`config.mk`:
```
export PLATFORM = sky130hd
export DESIGN_NAME = lcis_top
export DESIGN_NICKNAME = d
export VERILOG_FILES = /design/src/include/lcis_pkg.sv /design/src/logic/lcis_mux.sv /design/src/logic/lcis_top.sv
export SDC_FILE = /design/constraint.sdc
export NUM_CORES = 1
export LEC_CHECK = 0
export BUFFER_PORTS_ARGS = -buffer_cell sky130_fd_sc_hd__buf_2
export CAP_MARGIN = 20
export CORE_MARGIN = 5
export CORE_UTILIZATION = 52
export CTS_CLUSTER_SIZE = 12
export DETAILED_ROUTE_END_ITERATION = 8
export GPL_ROUTABILITY_DRIVEN = 0
export PLACE_DENSITY_LB_ADDON = 0.15
export SYNTH_ARGS = -nofsm -noshare
export SYNTH_HDL_FRONTEND = slang
export SYNTH_HIERARCHICAL = 1
export SYNTH_SLANG_ARGS = --single-unit
export TNS_END_PERCENT = 10
```
`constraint.sdc`:
```
create_clock -name clk -period 1.7 [get_ports clk]
set_input_delay 0.085 -clock clk [delete_from_list [all_inputs] [get_ports clk]]
set_output_delay 0.085 -clock clk [all_outputs]
set_load 0.005 [all_outputs]
```
`src/include/lcis_pkg.sv`:
```
// lcis_pkg: constants and carrier types for the logic cell input-selection stage
// assumes an 8-bit register port with a small word address space

package lcis_pkg;

   // register port geometry
   localparam int ADDR_W = 4;
   localparam int DATA_W = 8;

   // selector geometry
   localparam int SEL_W = 5;
   localparam int NUM_CAND = 32;
   localparam int LINE_CNT = 3;

   // register word offsets
   localparam logic [ADDR_W-1:0] OFF_DATA1_SRC = 4'h0;
   localparam logic [ADDR_W-1:0] OFF_DATA2_SRC = 4'h1;
   localparam logic [ADDR_W-1:0] OFF_DATA3_SRC = 4'h2;
   localparam logic [ADDR_W-1:0] OFF_LINE_STATE = 4'h3;

   // selector field position inside each source register
   localparam int CODE_LSB = 0;
   localparam int CODE_MSB = 4;

   // upper, unimplemented bits of a source register
   localparam int PAD_W = DATA_W - SEL_W;

   // value the selectors take at power-on or brown-out (any value is legal)
   localparam logic [SEL_W-1:0] SEL_POR_VAL = 5'h00;

   // reset value of read data, also returned when there is no read or an unmapped read
   localparam logic [DATA_W-1:0] RDATA_RST = 8'h00;

   typedef logic [DATA_W-1:0] lcis_data_t;
   typedef logic [SEL_W-1:0] lcis_code_t;

   // one register request, sampled on the rising clock edge
   typedef struct packed {
      logic wr;
      logic rd;
      logic [ADDR_W-1:0] addr;
      logic [DATA_W-1:0] wdata;
   } lcis_req_s;

   // the routed data lines handed to the gating stage
   typedef struct packed {
      logic d3;
      logic d2;
      logic d1;
   } lcis_lines_s;

endpackage : lcis_pkg

```
`src/logic/lcis_mux.sv`:
```
// lcis_mux: one combinational candidate selector
// assumes sel is an index into cand; out-of-range codes give zero

`timescale 1ns/1ps

module lcis_mux #(
   parameter int N_CAND = 32,
   parameter int SW = 5
) (
   // candidates and code
   input wire logic [N_CAND-1:0] cand,
   input wire logic [SW-1:0] sel,
   // routed signal
   output logic y
);

   wire logic in_range;

   assign in_range = (32'(sel) < N_CAND);
   assign y = in_range ? cand[sel] : 1'b0;

endmodule : lcis_mux

```
`src/logic/lcis_top.sv`:
```
// lcis_top: input-selection stage of a configurable logic cell
// assumes all inputs synchronous to clk; candidates come from pins and peripherals
//
// Function
// - data1 source register bits 4:0 pick which of 32 candidates drives line 1
// - data2 source register bits 4:0 pick which candidate drives line 2
// - data3 source register bits 4:0 pick which candidate drives line 3
// - bits 7:5 of each source register ignore writes and read as zero
// - selectors are unknown after power-on or brown-out, kept over other resets
// - code n, binary 00000 to 11111, routes candidate n to its line
//
// Chosen here: the strobed register port and the register offsets.

`timescale 1ns/1ps

module lcis_top #(
   parameter int N_CAND = lcis_pkg::NUM_CAND
) (
   // clock and resets
   input wire logic clk,
   input wire logic srst,
   input wire logic por_rst,
   // register port
   input wire lcis_pkg::lcis_req_s req,
   output lcis_pkg::lcis_data_t rdata,
   // candidate signals, index n is selector code n
   input wire logic [N_CAND-1:0] cand_in,
   // selected data lines to the gating stage
   output lcis_pkg::lcis_lines_s lines
);

   import lcis_pkg::*;

   // selector registers
   lcis_code_t line1_source_code_ff;
   lcis_code_t line2_source_code_ff;
   lcis_code_t line3_source_code_ff;
   lcis_code_t nxt_line1_source_code;
   lcis_code_t nxt_line2_source_code;
   lcis_code_t nxt_line3_source_code;

   // read data and routed lines
   lcis_data_t rdata_ff;
   lcis_data_t nxt_rdata;
   lcis_lines_s lines_ff;
   lcis_lines_s nxt_lines;

   // address decode
   wire logic hit_d1;
   wire logic hit_d2;
   wire logic hit_d3;
   wire logic hit_st;
   wire logic wr_d1;
   wire logic wr_d2;
   wire logic wr_d3;

   // read selection
   wire lcis_data_t word_d1;
   wire lcis_data_t word_d2;
   wire lcis_data_t word_d3;
   wire lcis_data_t word_st;
   wire lcis_data_t rd_word;

   // mux outputs
   wire logic routed1;
   wire logic routed2;
   wire logic routed3;

   assign hit_d1 = (req.addr == OFF_DATA1_SRC);
   assign hit_d2 = (req.addr == OFF_DATA2_SRC);
   assign hit_d3 = (req.addr == OFF_DATA3_SRC);
   assign hit_st = (req.addr == OFF_LINE_STATE);

   assign wr_d1 = req.wr && hit_d1;
   assign wr_d2 = req.wr && hit_d2;
   assign wr_d3 = req.wr && hit_d3;

   // only the code field is stored; upper write bits fall away
   assign nxt_line1_source_code = wr_d1 ? req.wdata[CODE_MSB:CODE_LSB]
                                        : line1_source_code_ff;
   assign nxt_line2_source_code = wr_d2 ? req.wdata[CODE_MSB:CODE_LSB]
                                        : line2_source_code_ff;
   assign nxt_line3_source_code = wr_d3 ? req.wdata[CODE_MSB:CODE_LSB]
                                        : line3_source_code_ff;

   // srst is left out on purpose so codes survive ordinary resets
   always_ff @(posedge clk) begin
      if (por_rst) begin
         line1_source_code_ff <= SEL_POR_VAL;
         line2_source_code_ff <= SEL_POR_VAL;
         line3_source_code_ff <= SEL_POR_VAL;
      end else begin
         line1_source_code_ff <= nxt_line1_source_code;
         line2_source_code_ff <= nxt_line2_source_code;
         line3_source_code_ff <= nxt_line3_source_code;
      end
   end

   // readback words, unimplemented bits forced to zero
   assign word_d1 = {{PAD_W{1'b0}}, line1_source_code_ff};
   assign word_d2 = {{PAD_W{1'b0}}, line2_source_code_ff};
   assign word_d3 = {{PAD_W{1'b0}}, line3_source_code_ff};
   assign word_st = {{(DATA_W - LINE_CNT){1'b0}}, lines_ff};

   assign rd_word = hit_d1 ? word_d1
                  : hit_d2 ? word_d2
                  : hit_d3 ? word_d3
                  : hit_st ? word_st
                  : RDATA_RST;

   // read data stand for exactly the cycle after the strobe
   assign nxt_rdata = req.rd ? rd_word : RDATA_RST;

   always_ff @(posedge clk) begin
      if (srst || por_rst) begin
         rdata_ff <= RDATA_RST;
      end else begin
         rdata_ff <= nxt_rdata;
      end
   end

   // the three selectors, purely combinational
   lcis_mux #(
      .N_CAND(N_CAND),
      .SW(SEL_W)
   ) u_mux1 (
      .cand(cand_in),
      .sel(line1_source_code_ff),
      .y(routed1)
   );

   lcis_mux #(
      .N_CAND(N_CAND),
      .SW(SEL_W)
   ) u_mux2 (
      .cand(cand_in),
      .sel(line2_source_code_ff),
      .y(routed2)
   );

   lcis_mux #(
      .N_CAND(N_CAND),
      .SW(SEL_W)
   ) u_mux3 (
      .cand(cand_in),
      .sel(line3_source_code_ff),
      .y(routed3)
   );

   assign nxt_lines = '{d3: routed3, d2: routed2, d1: routed1};

   // one output flop, no enable, so a recode shows on the next edge
   always_ff @(posedge clk) begin
      if (srst || por_rst) begin
         lines_ff <= '0;
      end else begin
         lines_ff <= nxt_lines;
      end
   end

   assign rdata = rdata_ff;
   assign lines = lines_ff;

   // write-data code one edge late, so the recode checks need no nested sampling
   lcis_code_t wdata_code_ff;

   always_ff @(posedge clk) begin
      wdata_code_ff <= req.wdata[CODE_MSB:CODE_LSB];
   end

   // checks

   property p_wr_d1;
      @(posedge clk) disable iff (por_rst)
      wr_d1 |=> line1_source_code_ff == $past(req.wdata[CODE_MSB:CODE_LSB]);
   endproperty
   a_wr_d1: assert property (p_wr_d1)
      else $error("data1 source code not taken from write");

   property p_wr_d2;
      @(posedge clk) disable iff (por_rst)
      wr_d2 |=> line2_source_code_ff == $past(req.wdata[CODE_MSB:CODE_LSB]);
   endproperty
   a_wr_d2: assert property (p_wr_d2)
      else $error("data2 source code not taken from write");

   property p_wr_d3;
      @(posedge clk) disable iff (por_rst)
      wr_d3 |=> line3_source_code_ff == $past(req.wdata[CODE_MSB:CODE_LSB]);
   endproperty
   a_wr_d3: assert property (p_wr_d3)
      else $error("data3 source code not taken from write");

   property p_src_upper_zero;
      @(posedge clk) disable iff (srst || por_rst)
      req.rd && (hit_d1 || hit_d2 || hit_d3) |=> rdata[DATA_W-1:SEL_W] == '0;
   endproperty
   a_src_upper_zero: assert property (p_src_upper_zero)
      else $error("unimplemented source bits read nonzero");

   property p_readback_d1;
      @(posedge clk) disable iff (srst || por_rst)
      wr_d1 ##1 (req.rd && hit_d1)
      |=> rdata == {{PAD_W{1'b0}}, $past(req.wdata[CODE_MSB:CODE_LSB], 2)};
   endproperty
   a_readback_d1: assert property (p_readback_d1)
      else $error("data1 source readback differs from last write");

   property p_readback_d2;
      @(posedge clk) disable iff (srst || por_rst)
      wr_d2 ##1 (req.rd && hit_d2)
      |=> rdata == {{PAD_W{1'b0}}, $past(req.wdata[CODE_MSB:CODE_LSB], 2)};
   endproperty
   a_readback_d2: assert property (p_readback_d2)
      else $error("data2 source readback differs from last write");

   property p_readback_d3;
      @(posedge clk) disable iff (srst || por_rst)
      wr_d3 ##1 (req.rd && hit_d3)
      |=> rdata == {{PAD_W{1'b0}}, $past(req.wdata[CODE_MSB:CODE_LSB], 2)};
   endproperty
   a_readback_d3: assert property (p_readback_d3)
      else $error("data3 source readback differs from last write");

   property p_keep_over_srst;
      @(posedge clk) disable iff (por_rst)
      srst && !req.wr |=> $stable(line1_source_code_ff) && $stable(line2_source_code_ff)
                          && $stable(line3_source_code_ff);
   endproperty
   a_keep_over_srst: assert property (p_keep_over_srst)
      else $error("source code changed across ordinary reset");

   // only edges that load the lines from the muxes are judged, not reset edges
   property p_route;
      @(posedge clk) disable iff (por_rst)
      !srst && !por_rst |=> lines_ff.d1 == $past(cand_in[line1_source_code_ff])
          && lines_ff.d2 == $past(cand_in[line2_source_code_ff])
          && lines_ff.d3 == $past(cand_in[line3_source_code_ff]);
   endproperty
   a_route: assert property (p_route)
      else $error("data line does not follow its selected candidate");

   property p_recode;
      @(posedge clk) disable iff (srst || por_rst)
      wr_d2 ##1 !srst |=> lines_ff.d2 == $past(cand_in[wdata_code_ff]);
   endproperty
   a_recode: assert property (p_recode)
      else $error("line 2 not rerouted two edges after a write");

   property p_recode_d1;
      @(posedge clk) disable iff (srst || por_rst)
      wr_d1 ##1 !srst |=> lines_ff.d1 == $past(cand_in[wdata_code_ff]);
   endproperty
   a_recode_d1: assert property (p_recode_d1)
      else $error("line 1 not rerouted two edges after a write");

   property p_recode_d3;
      @(posedge clk) disable iff (srst || por_rst)
      wr_d3 ##1 !srst |=> lines_ff.d3 == $past(cand_in[wdata_code_ff]);
   endproperty
   a_recode_d3: assert property (p_recode_d3)
      else $error("line 3 not rerouted two edges after a write");

   property p_rdata_only_after_rd;
      @(posedge clk) disable iff (srst || por_rst)
      !req.rd |=> rdata == RDATA_RST;
   endproperty
   a_rdata_only_after_rd: assert property (p_rdata_only_after_rd)
      else $error("read data present without a read");

   // outside power-on reset, a code moves only on a write to its own address
   property p_hold_d1;
      @(posedge clk) disable iff (por_rst)
      !wr_d1 |=> $stable(line1_source_code_ff);
   endproperty
   a_hold_d1: assert property (p_hold_d1)
      else $error("data1 source code changed without a write to it");

   property p_hold_d2;
      @(posedge clk) disable iff (por_rst)
      !wr_d2 |=> $stable(line2_source_code_ff);
   endproperty
   a_hold_d2: assert property (p_hold_d2)
      else $error("data2 source code changed without a write to it");

   property p_hold_d3;
      @(posedge clk) disable iff (por_rst)
      !wr_d3 |=> $stable(line3_source_code_ff);
   endproperty
   a_hold_d3: assert property (p_hold_d3)
      else $error("data3 source code changed without a write to it");

   property p_status_read;
      @(posedge clk) disable iff (srst || por_rst)
      req.rd && hit_st |=> rdata == {{(DATA_W - LINE_CNT){1'b0}}, $past(lines_ff)};
   endproperty
   a_status_read: assert property (p_status_read)
      else $error("line state readback differs from the data lines");

   property p_unmapped_read;
      @(posedge clk) disable iff (srst || por_rst)
      req.rd && !(hit_d1 || hit_d2 || hit_d3 || hit_st) |=> rdata == RDATA_RST;
   endproperty
   a_unmapped_read: assert property (p_unmapped_read)
      else $error("unmapped address read nonzero");

   property p_lines_srst;
      @(posedge clk) disable iff (por_rst)
      srst |=> lines_ff == '0;
   endproperty
   a_lines_srst: assert property (p_lines_srst)
      else $error("data lines not cleared by ordinary reset");

   c_wr_d1: cover property (@(posedge clk) disable iff (por_rst) wr_d1 ##1 req.rd && hit_d1);
   c_wr_d3: cover property (@(posedge clk) disable iff (por_rst) wr_d3 ##2 lines_ff.d3);
   c_srst: cover property (@(posedge clk) disable iff (por_rst) srst ##1 !srst ##1 lines_ff.d1);
   c_status: cover property (@(posedge clk) disable iff (por_rst)
      req.rd && hit_st ##1 rdata != '0);
   c_recode: cover property (@(posedge clk) disable iff (por_rst) wr_d2 ##2 lines_ff.d2);

endmodule : lcis_top

```
=== After elaboration in Yosys (flattened, before gate mapping) ===
Index checks and enable logic that the tools add are counted.

* Bits in registers: 26
* Word-level logic and storage cells: 32

* $lt $le $gt $ge: 3
* Equality and inequality tests: 3
* Muxes and demuxes: 10
* Bitwise gates (word level): 1
* Reduce and logical (&&, ||, !) cells: 7

{| class="wikitable"
|+ Operator list
! kind !! number
|-
| $lt A5 B6 Y1 const B || 3
|-
| $bmux W1 S5 || 3
|-
| $mux W5 || 3
|-
| $eq A4 B2 Y1 const B || 2
|-
| $reduce_or A5 Y1 || 1
|-
| $eq A4 B1 Y1 const B || 1
|-
| $logic_not A4 Y1 || 1
|-
| $logic_and A1 B1 Y1 || 3
|-
| $mux W1 || 3
|-
| $mux W3 || 1
|-
| $reduce_or A2 Y1 || 1
|-
| $logic_or A1 B1 Y1 || 1
|-
| $not A1 Y1 || 1
|}

=== Depth between registers and ports, before layout ===
* Depth after elaboration: 5
* Depth in mapped cells: 8

=== Cells and area by module ===
Netlist, hierarchy kept.

{| class="wikitable"
|+ By module, submodules not included
! module !! instances !! cells an instance !! area an instance (sq um) !! sequential area each (sq um)
|-
| lcis_top || 1 || 88 || 1,003.5 || 460.4
|-
| lcis_mux || 3 || 41 || 325.3 || 0.0
|}

=== Worst setup path before layout ===
Ideal clock, no wire load.

* Kind: flip-flop to flip-flop
* Start: register line1_source_code_ff[1]
* End: register lines_ff, in the netlist lines[0]
* Library setup time: 0.115 ns
* Arrival: 1.351 ns
* Path slack: 0.234 ns
* Stages on the path, launching flop included: 9
* Clock period less this slack: 1.466 ns
* Cells stage by stage: dfxtp_1 > buf_6 > buf_12 > mux2i_1 > a22oi_1 > nand3_1 > nand2_1 > a311o_1 > and2_1

* Cells in the longest elaborated chain, start to end: 2

{| class="wikitable"
|+ Ends and longest elaborated chain
! what !! line !! RTL
|-
| start, declared || lcis_top.sv:35 || <nowiki>lcis_code_t line1_source_code_ff;</nowiki>
|-
| start signal, assigned || lcis_top.sv:93 || <nowiki>line1_source_code_ff <= nxt_line1_source_code;</nowiki>
|-
| $bmux W1 S5 || lcis_mux.sv:20 || <nowiki>assign y = in_range ? cand[sel] : 1'b0;</nowiki>
|-
| $mux W1 (implied by the code) || lcis_mux.sv:20 ||
|-
| net routed1 || lcis_top.sv:65 || <nowiki>wire logic routed1;</nowiki>
|-
| end signal, assigned || lcis_top.sv:157 || <nowiki>lines_ff <= nxt_lines;</nowiki>
|-
| end, declared || lcis_top.sv:45 || <nowiki>lcis_lines_s lines_ff;</nowiki>
|}

The timed path passes the listed nets, and every way through them passes these cells. The select of a mux whose other input is x is not followed.
A chain may end at the register's enable or synchronous reset.

=== Worst setup path after layout ===
* Start: register line2_source_code_ff[1]
* End: register lines_ff, in the netlist lines[1]

* Cells in the longest elaborated chain, start to end: 2

{| class="wikitable"
|+ Ends and longest elaborated chain
! what !! line !! RTL
|-
| start, declared || lcis_top.sv:36 || <nowiki>lcis_code_t line2_source_code_ff;</nowiki>
|-
| start signal, assigned || lcis_top.sv:94 || <nowiki>line2_source_code_ff <= nxt_line2_source_code;</nowiki>
|-
| $bmux W1 S5 || lcis_mux.sv:20 ||
|-
| $mux W1 (implied by the code) || lcis_mux.sv:20 ||
|-
| net routed2 || lcis_top.sv:66 || <nowiki>wire logic routed2;</nowiki>
|}

The timed path passes the listed nets, and every way through them passes these cells. The select of a mux whose other input is x is not followed.

==> flow_metrics.tcl <==
set metrics [dict create \
    routedWlPerCell_um 15.89 \
    placed_area_um2 2248 \
    synth_top_cell_by_area "mux2i_1" \
    avgSynthCellArea_um2 9.381 \
    fin_util_pct 62.82 \
    drcViolationCount 0 \
    n_fill_cell 339 \
    drt-total-wl_um 4941 \
    power_frac_seq_pct 50.3 \
    fin_ws_ns 0.1044 \
    period_needed_ns 1.596 \
    worst-r2r-setup-slack_ns 0.10 \
    ctsHoldBuffers 0 \
    grt_max_degree 22 \
    seq_area_frac_synth_pct 23.26 \
    dr.pass1.iters 4 \
    hold_violations 0 \
    synth_top_area_share_pct 32.87 \
    p_leak_nw 0.8948 \
    dieArea_um2 5140 \
    synthMuxAreaShare_pct 36.28 \
    min_path_type "input port to flip-flop" \
    num_rows 22 \
    power_density_nw_per_um2 480.8 \
    dp_hpwl_um 4022 \
    switching_power_mw 0.2799 \
    area_delta_synth_final_pct 16.18 \
    p_int_mw 0.8257 \
    cts_sinks 23 \
    fmax_mhz 626.7 \
    synth_top_family_by_area "multiplexers" \
    antennaDiodeCount 0 \
    grt.overflow.total 0 \
    worstPathArrival_ns 1.76 \
    dp_slack_ns 0.07747 \
    critPathCaptureType "flip-flop" \
    final_common_cell "mux2i_1" \
    whs_ns 0.1301 \
    synth_fa_ha_area_share_pct 0 \
    grt_pass1_vias 1688 \
    syn-cell-area_um2 1979 \
    start_util_pct 54.07 \
    grt_pass1_wl_um 7962 \
    timing.setup.tns_ns 0 \
    layoutNonFillerInstCount 311 \
    period_share_pct 93.86 \
    clk_latency_ns 0.26 \
    cts_setup_buffers 0 \
    final_area_um2 2300 \
    maxSlewViolCount 0 \
    p_sw_share_pct 25.32 \
    cp.required_ns 1.86 \
    final_cell_mix "mux2i_1 (65), buf_2 (53), nand2b_1 (23)" \
    status "completed" \
    crit_chain "buf_4, mux2i_1, a21oi_1, nand3_1, nand2_1, a311o_1, and2_1" \
    synth-seq-cells 23 \
    synth_cell_types 26 \
    drt_iter0_markers 110 \
    antenna_found_initial 0 \
    rsz0062_at_grt "no" \
    peakVddDrop_v 0.0006468 \
    dp.cells 307 \
    cpPeakStageDelay_ns 0.35 \
    port_buffers 53 \
    clkTransAtPathRegs_ns 0.08 \
    ctsLongestPathBuffers 2 \
    drive_above_1_share_pct 28.52 \
    ctsResizeCount 0 \
    finalNetCount 313 \
    root_buffer "clkbuf_8" \
    p_comb_share_pct 19.6 \
    crit_fanout 5 \
    io-pin-count 60 \
    critPathLaunchType "flip-flop" \
    fp.dieW_um 71.70 \
    ys_warn_count 6 \
    criticalPathCategory "flip-flop to flip-flop" \
    core_area_um2 3661 \
    synth-xor-area-share_pct 0 \
    cts_max_level 1 \
    crit_slowest_cell "dfxtp_2" \
    fin_skew_ns 0.001951 \
    clockPowerShare_pct 30.1 \
    synth-simple-area-share_pct 22.50 \
    synth-compound-area-share_pct 10.37 \
    die_y_um 71.70 \
    synth_area_leaders "mux2i_1 (33%), dfxtp_1 (23%), nand2b_1 (7.3%), a22oi_1 (4.6%), nand2_1 (3.4%)" \
    tritoncts "done" \
    total_power_mw 1.106 \
    synth_cells 211 \
    num_vias 1715 \
    cts_made_buffers 3 \
    ant_nets 0 \
    max_cap_viol_count 0 \
    via_per_inst 5.514 \
    grt_usage_pct 19.32 \
    setup_viol 0 \
]
-- synthesized netlist by cell type (all sizes together) --
| cell | n |
|---|---|
| mux4 | 3 |
| buf | 11 |
| nor2 | 7 |
| a211oi | 3 |
| and4bb | 1 |
| nand2 | 18 |
| conb | 1 |
| clkbuf | 2 |
| and2b | 4 |
| nor2b | 6 |
| nand3 | 8 |
| a311o | 3 |
| a21oi | 9 |
| nand2b | 23 |
| mux2i | 65 |
| a2bb2oi | 2 |
| dfxtp | 23 |
| and2 | 6 |
| nand4b | 4 |
| a22oi | 12 |
-- path summary, 6_finish.rpt --
path	start	endpoint	cells past startpoint
setup / recovery	line2_source_code_ff[1]$_SDFFE_PP0P_	lines[1]$_SDFF_PP0_	7
hold / removal	req[2]	line3_source_code_ff[2]$_SDFFE_PP0P_	3
setup reg to reg	line2_source_code_ff[1]$_SDFFE_PP0P_	lines[1]$_SDFF_PP0_	7
hold reg to reg	line3_source_code_ff[1]$_SDFFE_PP0P_	line3_source_code_ff[1]$_SDFFE_PP0P_	2
-- metal layers --
| metal | vias to the layer above | global-route usage [%] | share of wire, % |
|---|---|---|---|
| met5 | - | 0 | 0 |
| met4 | 0 | 3.340 | 0.87 |
| met3 | 4 | 2.665 | 4.9 |
| met2 | 46 | 35.10 | 50 |
| met1 | 793 | 24.38 | 44 |
| li1 | 872 | - | - |
-- flip-flops by register name, indices dropped and copies added (netlist names) --
signal	flops
line1_source_code_ff	5
line2_source_code_ff	5
line3_source_code_ff	5
lines	3
rdata	5
-- layout make-up --
cell class | instances | area [µm²] | share of cell area, %
Multi-Input combinational cell | 177 | 1383 | 60.12
Sequential cell | 23 | 464.2 | 20.18
Tap cell | 48 | 60.06 | 2.612
Clock buffer | 4 | 45.04 | 1.959
Timing Repair Buffer | 59 | 347.8 | 15.13
-- worst max-delay path, delay by kind of cell, from the launching register on --
| kind | cells | cell delay, ns |
|---|---|---|
| buffers and inverters | 1 | 0.17 |
| DFF | 1 | 0.35 |
| and+or+nand+nor | 3 | 0.31 |
| AOI/OAI and AO/OA | 2 | 0.46 |
| muxes | 1 | 0.21 |
-- power groups by stage --
stage	clock [mW]	sequential [mW]	combinational [mW]
global route	0.352	0.557	0.239
detailed placement	0	0.568	0.216
CTS	0.339	0.555	0.217
floorplan	0	0.565	0.127
global placement	0	0.568	0.214
finish	0.333	0.556	0.217
-- logic make-up (layout without fill, tap and decap cells) --
kind of cell | count (synthesis) | in the layout
flops | 23 | 23
mux | 68 | 68
simple gates | 77 | 77
buf+inv | 13 | 63
compound gates | 29 | 29
other cells | 1 | 3
No activity file was read; power rests on OpenSTA's default activity.
